$ cat config.mk
export PLATFORM = sky130hd
export DESIGN_NAME = ssa_top
export DESIGN_NICKNAME = d
export VERILOG_FILES = /design/src/rtl/ssa_pkg.sv /design/src/rtl/ssa_hold_mem.sv /design/src/rtl/ssa_top.sv
export SDC_FILE = /design/constraint.sdc
export NUM_CORES = 1
export LEC_CHECK = 0
export BUFFER_PORTS_ARGS = -buffer_cell sky130_fd_sc_hd__buf_2
export CORE_ASPECT_RATIO = 2
export CORE_MARGIN = 2
export CORE_UTILIZATION = 45
export CTS_CLUSTER_SIZE = 8
export DETAILED_ROUTE_END_ITERATION = 16
export PLACE_DENSITY = 0.76
export SLEW_MARGIN = 20
export SYNTH_ARGS = -nofsm -noshare
export SYNTH_HDL_FRONTEND = slang
export SYNTH_SLANG_ARGS = --single-unit
export TNS_END_PERCENT = 5
$ cat constraint.sdc
create_clock -name clk -period 10.9 [get_ports clk]
set_input_delay 1.635 -clock clk [delete_from_list [all_inputs] [get_ports clk]]
set_output_delay 1.635 -clock clk [all_outputs]
set_load 0.02 [all_outputs]
$ cat src/rtl/ssa_pkg.sv
// package: register map, field positions, reset values and carriers for the sum/alert block
package ssa_pkg;

    // ------------------------------------------------------------
    // register map
    // ------------------------------------------------------------
    localparam logic [7:0] SSA_ADDR_SUM = 8'h0d;
    localparam logic [7:0] SSA_ADDR_THRESH = 8'h0e;
    localparam logic [7:0] SSA_ADDR_MASK = 8'h0f;

    // ------------------------------------------------------------
    // reset values
    // ------------------------------------------------------------
    localparam logic [15:0] SSA_RST_SUM = 16'h0000;
    localparam logic [15:0] SSA_RST_THRESH = 16'h7ffe;
    localparam logic [15:0] SSA_RST_MASK = 16'h0002;

    // ------------------------------------------------------------
    // field positions in the mask/flags register
    // ------------------------------------------------------------
    localparam int SSA_NCH = 3;
    localparam int SSA_B_SEL_HI = 14;
    localparam int SSA_B_SEL_LO = 12;
    localparam int SSA_B_WLATCH = 11;
    localparam int SSA_B_CLATCH = 10;
    localparam int SSA_B_CF_HI = 9;
    localparam int SSA_B_CF_LO = 7;
    localparam int SSA_B_SF = 6;
    localparam int SSA_B_WF_HI = 5;
    localparam int SSA_B_WF_LO = 3;
    localparam int SSA_B_PG = 2;
    localparam int SSA_B_TC = 1;
    localparam int SSA_B_CD = 0;

    // one lsb of the sum and threshold fields, in microvolts
    localparam int SSA_LSB_UV = 40;

    // configuration mode codes that do not clear conversion-done
    localparam logic [2:0] SSA_MODE_PWRDN_A = 3'h0;
    localparam logic [2:0] SSA_MODE_PWRDN_B = 3'h4;

    // ------------------------------------------------------------
    // carriers
    // ------------------------------------------------------------
    typedef struct packed {
        logic rd;
        logic wr;
        logic [7:0] addr;
        logic [15:0] wdata;
    } ssa_req_t;

    // per-conversion measurement events from the converter
    typedef struct packed {
        logic shunt_valid;
        logic [1:0] shunt_ch;
        logic [15:0] shunt_data;
        logic [2:0] crit_over;
        logic [2:0] warn_over;
        logic cycle_done;
    } ssa_meas_t;

endpackage

$ cat src/rtl/ssa_hold_mem.sv
// small register bank holding the newest shunt sample of each channel
module ssa_hold_mem #(
    parameter int DEPTH = 3,
    parameter int WIDTH = 16
) (
    // clock and reset
    input wire logic clk,
    input wire logic srst,
    // write side
    input wire logic we,
    input wire logic [1:0] waddr,
    input wire logic [WIDTH-1:0] wdata,
    // all entries, registered
    output logic [DEPTH*WIDTH-1:0] rdata
);

    // ------------------------------------------------------------
    // storage
    // ------------------------------------------------------------
    // every entry is exposed because the sum needs all of them at once
    genvar gi;
    generate
        for (gi = 0; gi < DEPTH; gi++) begin : g_ent
            always_ff @(posedge clk) begin
                if (srst) begin
                    rdata[gi*WIDTH +: WIDTH] <= '0;
                end else if (we && (waddr == 2'(gi))) begin
                    rdata[gi*WIDTH +: WIDTH] <= wdata;
                end
            end
        end
    endgenerate

endmodule

$ cat src/rtl/ssa_top.sv
// shunt sum, sum limit compare and alert flag logic of a three-channel monitor
// How it works
// - sum adds held shunt samples of channels whose select bits 14..12 are set
// - sum register loads only when a full conversion cycle finishes
// - sum reads as two's complement in bits 15..1, bit 0 zero
// - sum and threshold share a 40 microvolt step per lsb
// - sum compared with threshold each cycle; threshold at 0x0e, resets 0x7ffe
// - sum above threshold sets summation flag bit 6 and critical alert
// - select bits only steer the sum, never channel enables or measurements
// - bit 11 picks warning alert mode: 0 transparent, 1 latched
// - bit 10 picks critical alert mode: 0 transparent, 1 latched
// - critical over-limit sets flag bits 9..7 and asserts critical alert
// - warning over-limit sets flag bits 5..3 and asserts warning alert
// - reading mask register clears critical, sum and warning flags; writes keep flags
// - bit 2 mirrors power-good output, independent of reads
// - bit 1 mirrors timing output, high at reset, cleared when its level drops, set again only by reset
// - conversion-done bit 0 sets when the cycle completes
// - conversion-done clears on mask read or active-mode config write
// - result registers readable any time with latest data, no stall
// - mask at 0x0f resets 0x0002; sum at 0x0d resets zero; bit 15 reserved
// - critical checks each conversion, warning checks averaged value
module ssa_top
(
    // clock and reset
    input wire logic clk,
    input wire logic srst,
    // register port from the serial front end
    input wire ssa_pkg::ssa_req_t req,
    output logic [15:0] rdata,
    output logic rvalid,
    // converter events, same clock
    input wire ssa_pkg::ssa_meas_t meas,
    // configuration register write seen by the front end
    input wire logic cfg_wr,
    input wire logic [2:0] cfg_mode,
    // power-good and timing comparators, same clock
    input wire logic pg_level,
    input wire logic tc_level,
    // alert outputs, high when asserted
    output logic crit_alert,
    output logic warn_alert,
    output logic power_good_output,
    output logic timing_ctl_output
);
    import ssa_pkg::*;

    // ------------------------------------------------------------
    // state
    // ------------------------------------------------------------
    logic [15:0] sum_q, sum_d;
    logic [15:0] thr_q, thr_d;
    logic [2:0] sum_channel_select;
    logic crit_latch_on, warn_latch_on;
    logic [2:0] sel_q, sel_d;
    logic cl_q, cl_d, wl_q, wl_d;
    logic [2:0] crit_channel_flags, cf_d;
    logic [2:0] warn_channel_flags, wf_d;
    logic sum_over_flag, sf_d;
    logic conv_done_flag, cd_d;
    logic tc_q, tc_d;
    logic pg_q;
    logic calert_q, calert_d, walert_q, walert_d;
    logic [15:0] rdata_q, rdata_d;
    logic rvalid_q;
    logic [3*16-1:0] held;

    assign sum_channel_select = sel_q;
    assign crit_latch_on = cl_q;
    assign warn_latch_on = wl_q;

    // ------------------------------------------------------------
    // decode
    // ------------------------------------------------------------
    wire hit_sum = (req.addr == SSA_ADDR_SUM);
    wire hit_thr = (req.addr == SSA_ADDR_THRESH);
    wire hit_mask = (req.addr == SSA_ADDR_MASK);
    wire rd_mask = req.rd && hit_mask;
    wire wr_mask = req.wr && hit_mask;
    wire wr_thr = req.wr && hit_thr;

    // ------------------------------------------------------------
    // held samples and sum
    // ------------------------------------------------------------
    // every single conversion is stored; channel enables are untouched
    ssa_hold_mem #(.DEPTH(SSA_NCH), .WIDTH(16)) u_hold (
        .clk(clk),
        .srst(srst),
        .we(meas.shunt_valid),
        .waddr(meas.shunt_ch),
        .wdata(meas.shunt_data),
        .rdata(held)
    );

    // the newest sample enters in the same cycle it arrives, so a done
    // pulse coinciding with the last conversion still sums it
    logic [2:0][16:0] term;
    genvar gc;
    generate
        for (gc = 0; gc < SSA_NCH; gc++) begin : g_term
            wire [15:0] smp = (meas.shunt_valid && meas.shunt_ch == 2'(gc)) ?
                meas.shunt_data : held[gc*16 +: 16];
            // bit 14..12 map to channel 1..3: channel 1 is the highest bit
            assign term[gc] = sum_channel_select[SSA_NCH-1-gc] ? {smp[15], smp} :
                17'h00000;
        end
    endgenerate
    // two guard bits keep three full-scale terms from wrapping before saturation
    wire [17:0] raw_sum = {term[0][16], term[0]} + {term[1][16], term[1]} +
        {term[2][16], term[2]};

    // saturate to the 16-bit two's complement range, lsb is 40 uV
    wire sat_hi = !raw_sum[17] && (raw_sum[16:15] != 2'b00);
    wire sat_lo = raw_sum[17] && (raw_sum[16:15] != 2'b11);
    wire [15:0] sum_sat = sat_hi ? 16'h7ffe : (sat_lo ? 16'h8000 : raw_sum[15:0]);
    wire [15:0] sum_new = {sum_sat[15:1], 1'b0};

    // ------------------------------------------------------------
    // compare
    // ------------------------------------------------------------
    wire sum_over = $signed(sum_new) > $signed(thr_q);
    wire sum_evt = meas.cycle_done && sum_over;

    // channel 1 lands in the highest flag bit, the same order as the select field
    wire [2:0] crit_in = {meas.crit_over[0], meas.crit_over[1], meas.crit_over[2]};
    wire [2:0] warn_in = {meas.warn_over[0], meas.warn_over[1], meas.warn_over[2]};

    // ------------------------------------------------------------
    // next state
    // ------------------------------------------------------------
    always_comb begin
        sum_d = meas.cycle_done ? sum_new : sum_q;
        thr_d = wr_thr ? {req.wdata[15:1], 1'b0} : thr_q;
        sel_d = wr_mask ? req.wdata[SSA_B_SEL_HI:SSA_B_SEL_LO] : sel_q;
        wl_d = wr_mask ? req.wdata[SSA_B_WLATCH] : wl_q;
        cl_d = wr_mask ? req.wdata[SSA_B_CLATCH] : cl_q;
        // a mask read clears, but a same-cycle event wins; writes never touch flags
        cf_d = (rd_mask ? 3'h0 : crit_channel_flags) | crit_in;
        wf_d = (rd_mask ? 3'h0 : warn_channel_flags) | warn_in;
        sf_d = (rd_mask ? 1'b0 : sum_over_flag) | sum_evt;
        cd_d = conv_done_flag;
        if (rd_mask || (cfg_wr && cfg_mode != SSA_MODE_PWRDN_A &&
                cfg_mode != SSA_MODE_PWRDN_B)) begin
            cd_d = 1'b0;
        end
        if (meas.cycle_done) begin
            cd_d = 1'b1;
        end
        tc_d = tc_q & tc_level;
    end

    // alert pins: transparent follows the comparisons, latch holds until a mask read
    wire crit_now = (|meas.crit_over) || sum_evt;
    wire warn_now = |meas.warn_over;
    always_comb begin
        calert_d = crit_latch_on ? ((calert_q && !rd_mask) || crit_now) : crit_now;
        walert_d = warn_latch_on ? ((walert_q && !rd_mask) || warn_now) : warn_now;
    end

    // ------------------------------------------------------------
    // read data
    // ------------------------------------------------------------
    // reads never stall: the answer is always one cycle later
    wire [15:0] mask_view = {1'b0, sel_q, wl_q, cl_q, crit_channel_flags, sum_over_flag,
        warn_channel_flags, pg_q, tc_q, conv_done_flag};
    assign rdata_d = hit_sum ? sum_q : (hit_thr ? thr_q : (hit_mask ? mask_view : 16'h0000));

    // ------------------------------------------------------------
    // registers
    // ------------------------------------------------------------
    always_ff @(posedge clk) begin
        if (srst) begin
            sum_q <= SSA_RST_SUM;
            thr_q <= SSA_RST_THRESH;
            sel_q <= SSA_RST_MASK[SSA_B_SEL_HI:SSA_B_SEL_LO];
            wl_q <= SSA_RST_MASK[SSA_B_WLATCH];
            cl_q <= SSA_RST_MASK[SSA_B_CLATCH];
            crit_channel_flags <= 3'h0;
            warn_channel_flags <= 3'h0;
            sum_over_flag <= 1'b0;
            conv_done_flag <= SSA_RST_MASK[SSA_B_CD];
            tc_q <= SSA_RST_MASK[SSA_B_TC];
            pg_q <= SSA_RST_MASK[SSA_B_PG];
            calert_q <= 1'b0;
            walert_q <= 1'b0;
            rdata_q <= 16'h0000;
            rvalid_q <= 1'b0;
        end else begin
            sum_q <= sum_d;
            thr_q <= thr_d;
            sel_q <= sel_d;
            wl_q <= wl_d;
            cl_q <= cl_d;
            crit_channel_flags <= cf_d;
            warn_channel_flags <= wf_d;
            sum_over_flag <= sf_d;
            conv_done_flag <= cd_d;
            tc_q <= tc_d;
            pg_q <= pg_level;
            calert_q <= calert_d;
            walert_q <= walert_d;
            rdata_q <= req.rd ? rdata_d : rdata_q;
            rvalid_q <= req.rd;
        end
    end

    assign rdata = rdata_q;
    assign rvalid = rvalid_q;
    assign crit_alert = calert_q;
    assign warn_alert = walert_q;
    assign power_good_output = pg_q;
    assign timing_ctl_output = tc_q;
endmodule

==> impl_metrics.env, run 1 <==
export IMPL_status="completed"
export IMPL_io_buffers=78
export IMPL_drive_gt1_share_pct=14.6
export IMPL_rsz0062_at_grt="false"
export IMPL_std_cell_rows=61
export IMPL_die_h_um=171
export IMPL_postLayoutSetupSlackWorst_ps=3740
export IMPL_worst_slew_pin_slew_ps=1010
export IMPL_synth_edf_count=0
export IMPL_worst_hold_path_endpoint="rdata[0]$_SDFFE_PP0P_"
export IMPL_drt_vias_per_instance=5.38
export IMPL_grt_max_degree=103
export IMPL_pwr_density_cell_nw_per_um2=117
export IMPL_dieArea_um2=15000
export IMPL_r2r_start="sel_q[2]$_SDFFE_PP0P_"
export IMPL_first_pass_iters=4
export IMPL_num_vias=5412
export IMPL_post_dp_cell_area_um2=6810
export IMPL_cts_tree="built"
export IMPL_worstSetupPathType="primary input to flop"
export IMPL_ys_seq_elements=112
export IMPL_syn_to_final_growth_pct=12.9
export IMPL_core_area_um2=13800
export IMPL_dieWidth_um=87.7
export IMPL_cts_resized=0
export IMPL_drc=0
export IMPL_cp_start_kind="primary input"
export IMPL_fin_area_um2=7110
export IMPL_postRouteAntennaNets=0
export IMPL_critPathMaxFanout=25
export IMPL_cts_made_buffers=9
export IMPL_async_reset_ff_share_pct=0
export IMPL_io_pins=81
export IMPL_wirelength_um=15000
export IMPL_vdd_drop_max_v=0.0000742
export IMPL_layout_common_cells="112 x dfxtp_1, 107 x nor2_1, 83 x nand2_1"
export IMPL_clock_skew_ps=8.65
export IMPL_netlist_instances=758
export IMPL_multi_input_area_um2=3720
export IMPL_crit_path_end_kind="flop"
export IMPL_reg2reg_depth=19
export IMPL_timing_final_crit_share_pct=65.7
export IMPL_clock_latency_ps=360
export IMPL_h_tree_depth=3
export IMPL_synth_main_ff_cell="dfxtp_1"
export IMPL_numClockSinks=112
export IMPL_initial_core_util_pct=45.6
export IMPL_synth_net_count=866
export IMPL_nets=920
export IMPL_hold_viol=0
export IMPL_slew_violations=0
export IMPL_finalCriticalPeriod_ps=7160
export IMPL_preCtsSetupSlack_ps=2860
export IMPL_synth_area_per_cell_um2=8.31
export IMPL_first_iter_violations=336
export IMPL_wl_per_cell_um=15.0
export IMPL_r2r_end="crit_alert$_SDFF_PP0_"
export IMPL_hpwlAfterDp_um=11400
export IMPL_place_congestion=0.862
export IMPL_antenna_found_initial=0
export IMPL_cts_buffer_depth=2
export IMPL_holdWs_ps=468
export IMPL_grt_overflow=0
export IMPL_final_common_cell="dfxtp_1"
export IMPL_seqCellArea_um2=2240
export IMPL_clk_pin_slew_ps=80
export IMPL_grt_pass1_vias=5351
export IMPL_setup_viol=0
export IMPL_min_from="rdata[0]$_SDFFE_PP0P_"
export IMPL_slew_headroom_pct=32.8
export IMPL_grt_pass1_wl_um=24700
export IMPL_max_freq_mhz=140
export IMPL_holdPathStages=2
export IMPL_cts_root_buf="clkbuf_16"
export IMPL_ys_types=48
export IMPL_yosysSeqAreaShare_pct=35.6
export IMPL_post_cts_buffers=0
export IMPL_synth_area_um2=6300
export IMPL_final_util_pct=51.5
export IMPL_track_usage_pct=20.8
export IMPL_n_antenna_cell=0
export IMPL_holdCritPathClass="flop to flop"
export IMPL_fillCellCount=1354
export IMPL_leakagePower_nw=3.44
export IMPL_hold_buffers=0
export IMPL_setup_tns_ps=0
export IMPL_maxCapViolations=0
export IMPL_ys_warn_count=0
export IMPL_reg2reg_slack_ps=5000
export IMPL_critPathRequiredTime_ps=11180
export IMPL_crit_arrival_ps=7450
export IMPL_cp_startpoint="meas[23]"
flip-flops by register name (all words and copies together), names as in the netlist:
| signal | flops |
|---|---|
| cl_q | 1 |
| conv_done_flag | 1 |
| crit_alert | 1 |
| crit_channel_flags | 3 |
| power_good_output | 1 |
| rdata | 16 |
| rvalid | 1 |
| sel_q | 3 |
| sum_over_flag | 1 |
| sum_q | 15 |
| thr_q | 15 |
| timing_ctl_output | 1 |
| u_hold.rdata | 48 |
| warn_alert | 1 |
| warn_channel_flags | 3 |
| warn_latch_on | 1 |
area by class of cell:
cell class / count / area share, %
Timing Repair Buffer: 85 / 6.28
Sequential cell: 112 / 31.5
Clock buffer: 9 / 3.17
Clock inverter: 7 / 0.968
Multi-Input combinational cell: 557 / 52.3
Tap cell: 189 / 3.33
Inverter: 47 / 2.48
worst max path at each step:
stage	end	slack [ps]	cells after the start
after CTS	crit_alert$_SDFF_PP0_	3180	22
after floorplan	crit_alert$_SDFF_PP0_	4080	23
after global routing	crit_alert$_SDFF_PP0_	3300	23
after detailed placement	crit_alert$_SDFF_PP0_	2860	22
final	crit_alert$_SDFF_PP0_	3740	23
after global placement	crit_alert$_SDFF_PP0_	3010	22
through the flow:
stage | instances | power (mW)
2_1_floorplan | 758 | 0.482
3_3_place_gp | 989 | 0.506
3_5_place_dp | 989 | 0.508
4_1_cts | 1005 | 0.836
5_1_grt | 1006 | 0.863
6_report | 1006 | 0.829
critical path, cell delays in order:
cell and delay [ps]:
buf_2 120, nor3b_2 170, buf_4 330, mux2i_1 160, nand2b_1 190, fa_1 620
inv_1 60, ha_1 310, a211oi_1 320, o21ai_2 150, o2111a_2 320, a221oi_4 830
o21ai_2 400, o21ai_1 250, ha_1 280, nor2b_1 130, o21ai_0 150, nand2b_1 70
a21oi_1 190, o31ai_1 100, mux2i_1 120, or4_1 440, o21ai_0 90
logic make-up (layout without fill, tap and decap cells):
| group | count (synthesis) | count (layout) | synth area share, % |
|---|---|---|---|
| adders and majority gates | 48 | 48 | 11.4 |
| xor gates and xnor gates | 14 | 14 | 1.95 |
| and+or+nand+nor | 308 | 308 | 23.0 |
| DFF | 112 | 112 | 35.6 |
| AOI/OAI and AO/OA | 138 | 138 | 14.7 |
| buffers and inverters | 89 | 148 | 5.52 |
| muxes | 49 | 49 | 7.78 |
report_power, final:
group / switching (mW) / internal [mW] / leakage (nW)
Combinational: 0.0400 / 0.0296 / 2.38
Sequential: 0.00564 / 0.423 / 0.915
Clock: 0.168 / 0.163 / 0.147
cells in the mapped netlist (2+ instances only):
library cell | number | share of area, %
nand3_1 | 10 | 0.79
a211oi_2 | 8 | 1.6
a211oi_1 | 4 | 0.48
clkbuf_1 | 38 | 2.3
nor3b_1 | 5 | 0.60
nor3_2 | 2 | 0.32
inv_1 | 46 | 2.7
ha_1 | 32 | 6.4
o211ai_1 | 4 | 0.48
o21ai_0 | 24 | 1.9
dfxtp_1 | 112 | 36
xor2_1 | 6 | 0.83
a21oi_1 | 54 | 4.3
or3_1 | 2 | 0.20
nor2_1 | 107 | 6.4
a31oi_1 | 3 | 0.30
a221oi_1 | 14 | 1.9
nand2b_1 | 43 | 4.3
mux2i_1 | 49 | 7.8
buf_2 | 2 | 0.16
xnor2_1 | 8 | 1.1
nand2_1 | 83 | 4.9
nand4_1 | 3 | 0.30
a21o_1 | 12 | 1.4
nand3b_1 | 17 | 2.0
nor3_1 | 20 | 1.6
fa_1 | 16 | 5.1
nor2b_1 | 12 | 1.2
o21ai_2 | 3 | 0.42
per-layer routing:
layer	vias to the layer above	global-route usage (%)	routed length, µm
li1	2663	-	-
met1	2561	21.6	5690
met2	136	38.5	8220
met3	52	3.12	434
met4	0	11.7	701
met5	-	0	0
(Power assumes the default switching activity.)
==> inputs of run 2 (changes only) <==
- clock period: 10.9 -> 7.2 ns (I/O delays scaled with it)
==> impl_metrics.env, run 2 (synthesis gave the netlist of run 1 again) <==
export IMPL_clock_latency_ps=370
export IMPL_layout_common_cells="112 x dfxtp_1, 107 x nor2_1, 83 x nand2_1"
export IMPL_holdPathStages=2
export IMPL_switching_share_pct=26.3
export IMPL_crit_path_end_kind="flop"
export IMPL_io_buffers=78
export IMPL_first_iter_violations=233
export IMPL_grt_pass1_vias=5235
export IMPL_postRouteAntennaNets=0
export IMPL_reg2reg_depth=19
export IMPL_core_area_um2=13800
export IMPL_cts_buffer_depth=2
export IMPL_first_pass_iters=4
export IMPL_clk_pin_slew_ps=90
export IMPL_post_cts_buffers=0
export IMPL_worst_slew_pin_slew_ps=1060
export IMPL_h_tree_depth=3
export IMPL_drt_vias_per_instance=5.30
export IMPL_worst_path_most_repeated_cell="a21oi_1"
export IMPL_hold_viol=0
export IMPL_die_h_um=171
export IMPL_grt_overflow=0
export IMPL_setup_tns_ps=0
export IMPL_worstSetupPathType="primary input to flop"
export IMPL_cts_root_buf="clkbuf_16"
export IMPL_num_vias=5355
export IMPL_syn_to_final_growth_pct=13.6
export IMPL_reg2reg_slack_ps=1720
export IMPL_holdCritPathClass="flop to flop"
export IMPL_finalCriticalPeriod_ps=6400
export IMPL_cts_resized=0
export IMPL_cts_tree="built"
export IMPL_nets=925
export IMPL_initial_core_util_pct=45.6
export IMPL_clock_skew_ps=15.7
export IMPL_setup_viol=0
export IMPL_slew_headroom_pct=29.5
export IMPL_dieArea_um2=15000
export IMPL_holdWs_ps=474
export IMPL_track_usage_pct=21.0
export IMPL_drive_gt1_share_pct=15.1
export IMPL_min_from="rdata[0]$_SDFFE_PP0P_"
export IMPL_place_congestion=0.856
export IMPL_worst_hold_path_endpoint="rdata[0]$_SDFFE_PP0P_"
export IMPL_hpwlAfterDp_um=11800
export IMPL_drc=0
export IMPL_pwr_density_cell_nw_per_um2=177
export IMPL_grt_max_degree=62
export IMPL_std_cell_rows=61
export IMPL_status="completed"
export IMPL_io_pins=81
export IMPL_hold_buffers=0
export IMPL_cp_slowest_cell="nor3b_2"
export IMPL_wl_per_cell_um=15.1
export IMPL_cp_start_kind="primary input"
export IMPL_dieWidth_um=87.7
export IMPL_final_common_cell="dfxtp_1"
export IMPL_max_stage_delay_ps=570
export IMPL_timing_final_crit_share_pct=88.9
export IMPL_cts_made_buffers=9
export IMPL_wirelength_um=15300
export IMPL_n_antenna_cell=0
export IMPL_largest_register_ffs=48
export IMPL_largest_registers="u_hold.rdata x48, rdata x16"
export IMPL_slew_violations=0
export IMPL_sequentialPowerShare_pct=51.2
export IMPL_combPwrFrac_pct=8.3
export IMPL_max_freq_mhz=156
export IMPL_p_clk_share_pct=40.5
export IMPL_antenna_found_initial=0
export IMPL_crit_chain="buf_2 -> nor3b_2 -> buf_4 -> mux2i_1 -> nand2b_1 -> fa_1 -> inv_1 -> ha_1 -> a21o_1 -> a2111oi_0 -> a21oi_1 -> a21o_1 -> a31o_2 -> a21oi_1 -> a21oi_1 -> ha_1 -> nand4_1 -> or3_1 -> o31ai_1 -> mux2i_1 -> or4_1 -> o21ai_0"
export IMPL_maxCapViolations=0
export IMPL_r2r_end="crit_alert$_SDFF_PP0_"
export IMPL_switching_power_uw=333
export IMPL_rsz0062_at_grt="false"
export IMPL_numClockSinks=112
export IMPL_leakagePower_nw=3.46
export IMPL_critPathRequiredTime_ps=7500
export IMPL_p_int_uw=934
export IMPL_r2r_start="sel_q[2]$_SDFFE_PP0P_"
export IMPL_vdd_drop_max_v=0.000117
export IMPL_top_register="u_hold.rdata"
export IMPL_grt_pass1_wl_um=24600
export IMPL_critPathMaxFanout=26
export IMPL_crit_arrival_ps=6700
## run 2: cell count changes in the layout (fill, tap and decap cells not counted)
cell,previous run,this run
clkinvlp_4,0,1
buf_6,1,0
buf_4,6,12
clkinv_8,0,2
inv_6,3,0
## run 2: cell type report
cell class / count / area (µm²)
tap: 189 / 236
clock inverter: 7 / 82.6
inverter: 47 / 176
clock buffer: 9 / 225
fill: 1304 / 6660
timing repair buffer: 90 / 480
multi-input combinational: 557 / 3720
sequential: 112 / 2240
## run 2: critical path: cells and delay by family
family / cells / cell delay [ps]
buffers and inverters: 3 / 520
and+or+nand+nor: 5 / 1750
adders and majority gates: 3 / 1220
AOI/OAI and AO/OA: 9 / 1860
muxes: 2 / 240
## run 2: worst max path at each step
stage	endpoint	slack [ps]	cells past startpoint	from
after floorplan	crit_alert$_SDFF_PP0_	940	23	meas[24]
after global placement	crit_alert$_SDFF_PP0_	510	22	meas[23]
after detailed placement	crit_alert$_SDFF_PP0_	460	22	meas[23]
after CTS	crit_alert$_SDFF_PP0_	810	22	meas[23]
after global routing	crit_alert$_SDFF_PP0_	330	24	meas[23]
final	crit_alert$_SDFF_PP0_	800	22	meas[23]
## run 2: per-stage QoR
stage          std cells  power (mW)  setup slack, ps  utilization (%)  instance area (µm²)
3_3_place_gp         995       0.767              508             49.6                 6850
6_report            1011        1.27              799             51.8                 7160
4_1_cts             1011        1.27              807             51.8                 7160
3_5_place_dp         995       0.769              456             49.6                 6850
5_1_grt             1011        1.31              332             51.8                 7160
2_1_floorplan        758       0.730              936                -                 6300
## run 2: layer usage
| metal | part of all wire [%] | up-vias | global-route usage (%) |
|---|---|---|---|
| li1 | - | 2684 | - |
| met1 | 37 | 2502 | 21.5 |
| met2 | 55 | 129 | 39.1 |
| met3 | 3.1 | 40 | 2.69 |
| met4 | 4.8 | 0 | 12.4 |
| met5 | 0 | - | 0 |
## run 2: power groups by stage
| stage | Combinational (mW) | Clock, mW | Sequential [mW] |
|---|---|---|---|
| after floorplan | 0.0616 | 0 | 0.669 |
| after global placement | 0.104 | 0 | 0.663 |
| after detailed placement | 0.106 | 0 | 0.664 |
| after CTS | 0.106 | 0.518 | 0.649 |
| after global routing | 0.117 | 0.537 | 0.651 |
| final | 0.106 | 0.513 | 0.649 |
